--- config.mk ---
export PLATFORM = sky130hd
export DESIGN_NAME = dopc_top
export DESIGN_NICKNAME = d
export VERILOG_FILES = /design/src/hw/dopc_pkg.sv /design/src/hw/dopc_top.sv
export VERILOG_INCLUDE_DIRS = /design/src /design/src/hw
export SDC_FILE = /design/constraint.sdc
export NUM_CORES = 1
export LEC_CHECK = 0
export ABC_AREA = 1
export BUFFER_PORTS_ARGS = -buffer_cell sky130_fd_sc_hd__buf_2
export CAP_MARGIN = 15
export CORE_MARGIN = 2
export CORE_UTILIZATION = 60
export CTS_CLUSTER_DIAMETER = 100
export DETAILED_ROUTE_END_ITERATION = 10
export MAX_ROUTING_LAYER = met4
export PLACE_DENSITY = 0.85
export SLEW_MARGIN = 20
export SYNTH_ARGS = -nofsm -noshare
export SYNTH_HDL_FRONTEND = slang
export SYNTH_SLANG_ARGS = --single-unit
--- constraint.sdc ---
create_clock -name clk -period 8.35 [get_ports clk]
set_input_delay 0.835 -clock clk [delete_from_list [all_inputs] [get_ports clk]]
set_output_delay 0.835 -clock clk [all_outputs]
set_load 0.05 [all_outputs]
--- src/hw/dopc_map.svh ---
// Register offsets, field positions and reset values of the DAC path control
`ifndef DOPC_MAP_SVH
`define DOPC_MAP_SVH

// ****************************************************************
// Register byte offsets
// ****************************************************************
`define DOPC_OFS_CTRL 6'h00
`define DOPC_OFS_AMP 6'h04
`define DOPC_OFS_SW 6'h08
`define DOPC_OFS_STOP 6'h0C
`define DOPC_OFS_DATA0 6'h10
`define DOPC_OFS_DATA3 6'h1C
`define DOPC_OFS_STAT 6'h20

// ****************************************************************
// Field positions
// ****************************************************************
`define DOPC_CTRL_GEN_BIT 0
`define DOPC_CTRL_OE_LSB 4
`define DOPC_CTRL_EVS_LSB 8
`define DOPC_STAT_RUN_LSB 0
`define DOPC_STAT_AMP_LSB 4
`define DOPC_STAT_EXT_LSB 8
`define DOPC_STAT_INT_LSB 12
`define DOPC_STAT_STOP_BIT 16

// ****************************************************************
// Reset values
// ****************************************************************
`define DOPC_RST_BITS4 4'h0
`define DOPC_RST_CODE 12'h000
`define DOPC_RST_WORD 32'h0000_0000

`endif

--- src/hw/dopc_pkg.sv ---
// Types shared by the DAC output path control
package dopc_pkg;

    // Bus slave phase, one-hot
    typedef enum logic [1:0] {
        DOPC_BUS_IDLE = 2'b01,
        DOPC_BUS_ACK = 2'b10
    } dopc_bus_t;

    typedef logic [3:0][11:0] dopc_codes_t;

    // Whole state of the block
    typedef struct packed {
        dopc_bus_t bus;
        logic [31:0] rdata;
        logic gen;
        logic [3:0] oe;
        logic [3:0] evs;
        logic [3:0] amp;
        logic [3:0] sw;
        logic stop;
        dopc_codes_t data;
        dopc_codes_t code;
        logic [3:0] s1;
        logic [3:0] s2;
        logic [3:0] s3;
        logic [3:0] filt;
    } dopc_state_t;

endpackage

--- src/hw/dopc_top.sv ---
// DAC output path control: registers, routing decode, event-started updates
//
// Design decisions made here: register access over Avalon-MM and the placing of the registers.
`include "dopc_map.svh"

// Summary of operation
// Four channels exist and each can load a new code on its event input.
// Each channel's switch bit sends the result to the pin or internally.
// Each channel's amplifier bit decides if the output amplifier runs.
// A channel with global and own enable 0 is stopped, both outputs off.
// Running, amp 0, switch 0: amplifier stopped, pin gets through path.
// Running, amp 0, switch 1: amplifier stopped, internal gets through.
// Running, amp 1, switch 0: amplifier runs and drives the pin.
// Running, amp 1, switch 1: amplifier runs, both outputs off.
// Global enable 1 runs every channel with the same amp/switch decode.
// Module-stop halts all conversions to save power.
// Running is global enable or own enable, renewed on every write.
// Reset clears all enables, amp and switch bits, so all outputs off.
module dopc_top
    import dopc_pkg::*;
(
    // Clock and reset
    input wire logic clk,
    input wire logic sys_rst,
    // Avalon-MM slave
    input wire logic [5:0] address,
    input wire logic read,
    input wire logic write,
    input wire logic [3:0] byteenable,
    input wire logic [31:0] writedata,
    output logic [31:0] readdata,
    output logic waitrequest,
    // Event link start inputs
    input wire logic [3:0] evt_start,
    // Analog path controls
    output logic [3:0] chan_run,
    output logic [3:0] amp_run,
    output logic [3:0] ext_en,
    output logic [3:0] ext_amp_sel,
    output logic [3:0] int_en,
    output dopc_pkg::dopc_codes_t dac_code
);
    import dopc_pkg::*;

    // ****************************************************************
    // Decode helpers
    // ****************************************************************
    // Returns {amp_run, ext_en, int_en} for one channel
    function automatic logic [2:0] route_decode(input logic run,
        input logic amp, input logic sw);
        logic [2:0] r;
        r = 3'h0;
        if (run) begin
            r[2] = amp;
            r[1] = ~sw;
            r[0] = ~amp & sw;
        end
        return r;
    endfunction

    // Merges a write through byte enables
    function automatic logic [31:0] be_merge(input logic [31:0] old,
        input logic [31:0] wd, input logic [3:0] be);
        logic [31:0] r;
        r = old;
        for (int b = 0; b < 4; b++) begin
            if (be[b]) begin
                r[b*8 +: 8] = wd[b*8 +: 8];
            end
        end
        return r;
    endfunction

    dopc_state_t q;
    dopc_state_t d;
    logic [3:0] evt_rise;
    logic [31:0] stat_word;
    logic [31:0] rd_mux;
    logic [31:0] wmerge;
    logic [2:0] ch_idx;
    logic [2:0] rt [4];

    // ****************************************************************
    // Per-channel routing
    // ****************************************************************
    // Running is a pure function of the live bits, so it follows any write
    assign chan_run = {4{q.gen}} | q.oe;
    generate
        for (genvar i = 0; i < 4; i++) begin : g_ch
            assign rt[i] = route_decode(chan_run[i], q.amp[i], q.sw[i]);
            assign amp_run[i] = rt[i][2];
            assign ext_en[i] = rt[i][1];
            assign int_en[i] = rt[i][0];
            // Amplifier output when it runs, otherwise the through path
            assign ext_amp_sel[i] = rt[i][2];
        end
    endgenerate

    // Event edge counts only once the filtered level rises
    assign evt_rise = q.s2 & q.s3 & ~q.filt;

    // Bus outputs: first cycle of a request stalls, second answers
    assign waitrequest = (read | write) & (q.bus != DOPC_BUS_ACK);
    assign readdata = q.rdata;
    assign dac_code = q.code;

    // Status view of the block's own state
    always_comb begin
        stat_word = `DOPC_RST_WORD;
        stat_word[`DOPC_STAT_RUN_LSB +: 4] = chan_run;
        stat_word[`DOPC_STAT_AMP_LSB +: 4] = amp_run;
        stat_word[`DOPC_STAT_EXT_LSB +: 4] = ext_en;
        stat_word[`DOPC_STAT_INT_LSB +: 4] = int_en;
        stat_word[`DOPC_STAT_STOP_BIT] = q.stop;
    end

    // ****************************************************************
    // Read decode
    // ****************************************************************
    always_comb begin
        rd_mux = `DOPC_RST_WORD;
        ch_idx = address[4:2] - 3'h4;
        case (address)
            `DOPC_OFS_CTRL: begin
                rd_mux[`DOPC_CTRL_GEN_BIT] = q.gen;
                rd_mux[`DOPC_CTRL_OE_LSB +: 4] = q.oe;
                rd_mux[`DOPC_CTRL_EVS_LSB +: 4] = q.evs;
            end
            `DOPC_OFS_AMP: rd_mux[3:0] = q.amp;
            `DOPC_OFS_SW: rd_mux[3:0] = q.sw;
            `DOPC_OFS_STOP: rd_mux[0] = q.stop;
            `DOPC_OFS_STAT: rd_mux = stat_word;
            default: begin
                if (address >= `DOPC_OFS_DATA0 &&
                    address <= `DOPC_OFS_DATA3 && address[1:0] == 2'h0) begin
                    rd_mux[11:0] = q.data[ch_idx[1:0]];
                end
            end
        endcase
    end

    // ****************************************************************
    // Next state
    // ****************************************************************
    always_comb begin
        d = q;
        wmerge = be_merge(rd_mux, writedata, byteenable);
        // Three-stage sync; the level moves only when stages two and three agree
        d.s1 = evt_start;
        d.s2 = q.s1;
        d.s3 = q.s2;
        d.filt = (q.s2 & q.s3) | (q.filt & (q.s2 | q.s3));
        // Event-started conversions; none while module-stopped
        for (int i = 0; i < 4; i++) begin
            if (evt_rise[i] && chan_run[i] && !q.stop && q.evs[i]) begin
                d.code[i] = q.data[i];
            end
        end
        case (q.bus)
            DOPC_BUS_IDLE: begin
                if (read || write) begin
                    d.bus = DOPC_BUS_ACK;
                    d.rdata = read ? rd_mux : q.rdata;
                end
            end
            DOPC_BUS_ACK: begin
                d.bus = DOPC_BUS_IDLE;
                if (write) begin
                    case (address)
                        `DOPC_OFS_CTRL: begin
                            d.gen = wmerge[`DOPC_CTRL_GEN_BIT];
                            d.oe = wmerge[`DOPC_CTRL_OE_LSB +: 4];
                            d.evs = wmerge[`DOPC_CTRL_EVS_LSB +: 4];
                        end
                        `DOPC_OFS_AMP: d.amp = wmerge[3:0];
                        `DOPC_OFS_SW: d.sw = wmerge[3:0];
                        `DOPC_OFS_STOP: d.stop = wmerge[0];
                        default: begin
                            if (address >= `DOPC_OFS_DATA0 &&
                                address <= `DOPC_OFS_DATA3 &&
                                address[1:0] == 2'h0) begin
                                d.data[ch_idx[1:0]] = wmerge[11:0];
                                // Direct update unless the channel waits, is stopped or module stop is set
                                if (chan_run[ch_idx[1:0]] && !q.stop &&
                                    !q.evs[ch_idx[1:0]]) begin
                                    d.code[ch_idx[1:0]] = wmerge[11:0];
                                end
                            end
                        end
                    endcase
                end
            end
            default: d.bus = DOPC_BUS_IDLE;
        endcase
    end

    // ****************************************************************
    // State register
    // ****************************************************************
    // Everything cleared but the bus phase, which loads idle, so every channel starts stopped and hi-Z
    always_ff @(posedge clk or posedge sys_rst) begin
        if (sys_rst) begin
            q <= '0;
            q.bus <= DOPC_BUS_IDLE;
        end else begin
            q <= d;
        end
    end

    // Channels whose filtered event edge must load a new code
    logic [3:0] evt_arm;
    logic [47:0] arm_mask;
    assign evt_arm = evt_rise & chan_run & q.evs;
    always_comb begin
        for (int i = 0; i < 4; i++) begin
            arm_mask[i*12 +: 12] = {12{evt_arm[i]}};
        end
    end
endmodule

==> results by group <==
Timing
  • Finish-stage setup viols: 0
  • TNS Setup: 0 ns
  • Final Slew Violations: 0
  • Max Freq: 0.328 GHz
  • Final worst slack: 5.30 ns
  • Slew HR: 41.8%
  • Slew @ Worst Pin: a little under 0.9 ns
  • Unrepaired setup endpoints after global routing: false
  • Final Hold Viols: 0
  • Clk_skew: about 0.0086 ns
  • Tmin final: 3.05 ns
  • Period utilisation layout: 36.5%

Clocking
  • CTS tree: done
  • Hold_buf cts: 0
  • Worst-skew pair later-pin latency: ~0.44 ns
  • Setup repair bufs after CTS: 0
  • Clock-pin transition on the worst setup and hold timing paths: 0.06 ns
  • Root Driver: clkbuf_16
  • Post-CTS sizing: 0
  • CTS Buf Count: 17
  • Clock Sinks: between 100 and 150
  • CTS Buffer Depth: 2
  • H-tree Lvls: 4

Critical path
  • CP Max Fanout: 13
  • WP buf/inv: 3
  • CP dominant cell by count: nand2_1
  • CP max stage cell: nor2_2
  • Worst path required time: around 8.7 ns
  • Crit path max-delay family: simple AND/OR/NAND/NOR gates
  • Critical path arrival: 3.37 ns
  • Crit. Startpoint: address[1]
  • Crit path largest cell delay: 0.53 ns
  • CP Launch Type: input port
  • WS Path Type: input port to flop
  • CP endpoint kind: flop
  • Worst R2R Setup Slack: about 5.7 ns
  • CP Cell Sequence: buf_2, nor2_4, nand2_1, nor2_2, nand2_2, nor2_2, inv_2, nor2_4, inv_2, nand2_1, nand2_1
  • Worst r2r src: q[162]

Placement
  • DP HPWL: around 15000 um
  • I/O Buffers: 113
  • Cells after DPL: between 1000 and 1500
  • Pre-CTS setup slack: just under 5 ns
  • Routability-driven placement congestion ratio: 1.01

Finish
  • Most frequent cells in the layout: 348 x nand2_1, 148 x dfrtp_1, 140 x nand3_1
  • Final core occ: 65.8%
  • Fill cells: 1123
  • Area growth from synthesis to layout: 7.95%
  • Final net count: 1134
  • Non-filler cells, final: 1273
  • Diode count: 0
  • Most common cell after layout, fill and taps aside: nand2_1
  • Layout cells sized above 1: 17.3%

Floorplanning
  • Area of the die: 0.0144 mm2
  • DIE HEIGHT: 120 um
  • Core Region: 0.0132 mm2
  • Die span in x: about 120 um
  • I/O pin cnt: 151
  • Num rows: 42
  • Starting Density: 61.0%

GRT
  • Pin count of the biggest net entering global routing: 85
  • Antenna violations before repair: 0
  • First-pass GRT wire length: 35600 um
  • Vias in the first global route: between 6000 and 7000
  • GRT Total Usage: 33.9%
  • Grt ovf: 0

Routing
  • Drt via density: 5.78
  • Drt drc: 0
  • Wire per inst: 18.0 um
  • Vias: between 7000 and 8000
  • Initial drt markers: 1079
  • Antenna Nets Post-Route: 0
  • Routed WL: between 20000 and 25000 um
  • Pre-antenna DRT Iters: 7

Yosys
  • Post-synthesis sequential area ratio: 46.4%
  • Synthesized area: between 0.008 and 0.009 mm2
  • Syn Inst Count: between 1000 and 1500
  • Yosys warnings: 0
  • Post-synthesis register bit count: between 100 and 150
  • Cell variety after synth: 27
  • Syn Area/Cell: about 7.5 um2

Hold path
  • HP Class: flop to flop
  • Hold Path Origin: d[9]

Run status
  • Run status: finished clean

Power and ir drop
  • Pwr Density: 230 mW/mm2
  • Peak VDD IR: 0.000250 V
  • Leakage: roughly 4.6 nW

Run
  • Max_cap viols: 0
## per-stage QoR
step / power (mW) / hold slack, ns / instance area, um2
6_report: 2.00 / 0.352 / 8680
4_1_cts: 1.99 / 0.354 / 8680
3_3_place_gp: 1.18 / 0.335 / 8070
3_5_place_dp: 1.19 / 0.337 / 8070
5_1_grt: 2.06 / 0.366 / 8680
2_1_floorplan: 1.14 / 0.331 / 8100
## layout make-up
type                    instances  area [um2]  share of cell area [%]
well taps                     176         220                    2.54
repair buffers                115         581                    6.68
multi-input cells             708        3180                    36.6
flip-flops and latches        149        3730                    42.9
clock inverters                 9         150                    1.73
clock buffers                  23         468                    5.39
inverters                      93         354                    4.08
## cells in the mapped netlist
cell	count	area [um2]
dfrtp_1	148	3700
nor3_1	10	50.1
nand3_1	140	701
o31ai_1	5	37.5
buf_4	89	668
o22ai_1	1	6.26
o21ai_0	54	270
clkbuf_1	17	63.8
conb_1	1	3.75
nand2_1	348	1310
a22oi_1	7	52.6
nand2_2	2	12.5
nor2_4	5	56.3
inv_1	79	297
inv_2	12	45.0
nand4_1	6	37.5
or2_2	13	81.3
buf_1	12	45.0
nor2_2	6	37.5
o21ai_1	3	15.0
buf_2	12	60.1
dfstp_2	1	26.3
nand3_2	7	70.1
o21a_1	15	113
nor2_1	61	229
clkinv_1	2	7.51
a21oi_1	10	50.1
## metal layers
metal	wire [um]	up-vias	global-route usage [%]
met3	2640	95	7.41
met1	9100	3434	45.9
met4	1080	0	16.9
met2	10100	522	48.5
met5	0	-	-
li1	-	3307	-
## where the power goes
group | switching [mW] | internal (mW) | total [mW]
Combinational | 0.288 | 0.0836 | 0.371
Clock | 0.298 | 0.514 | 0.812
Sequential | 0.0361 | 0.780 | 0.816
## path summary, 6_finish.rpt
kind                            depth (start not counted)      endpoint
worst max-delay path                                   11  dac_code[20]
worst min-delay path                                    0          d[5]
worst max register to register                         12  dac_code[20]
worst min register to register                          0          d[5]
max in group asynchronous                               3        q[104]
min in group asynchronous                               2  dac_code[43]
## flip-flops by register name, summed over array words and instances (netlist names)
name      count
dac_code     48
readdata     17
q            76
d             8
## cell families after synthesis
| group | share of synthesized area (%) |
|---|---|
| AND/OR/NAND/NOR | 32.1 |
| buffers and inverters | 14.7 |
| flip-flops | 46.4 |
| AO/OA/AOI/OAI | 6.77 |
| other | 0.0466 |
(Power assumes the default switching activity.)
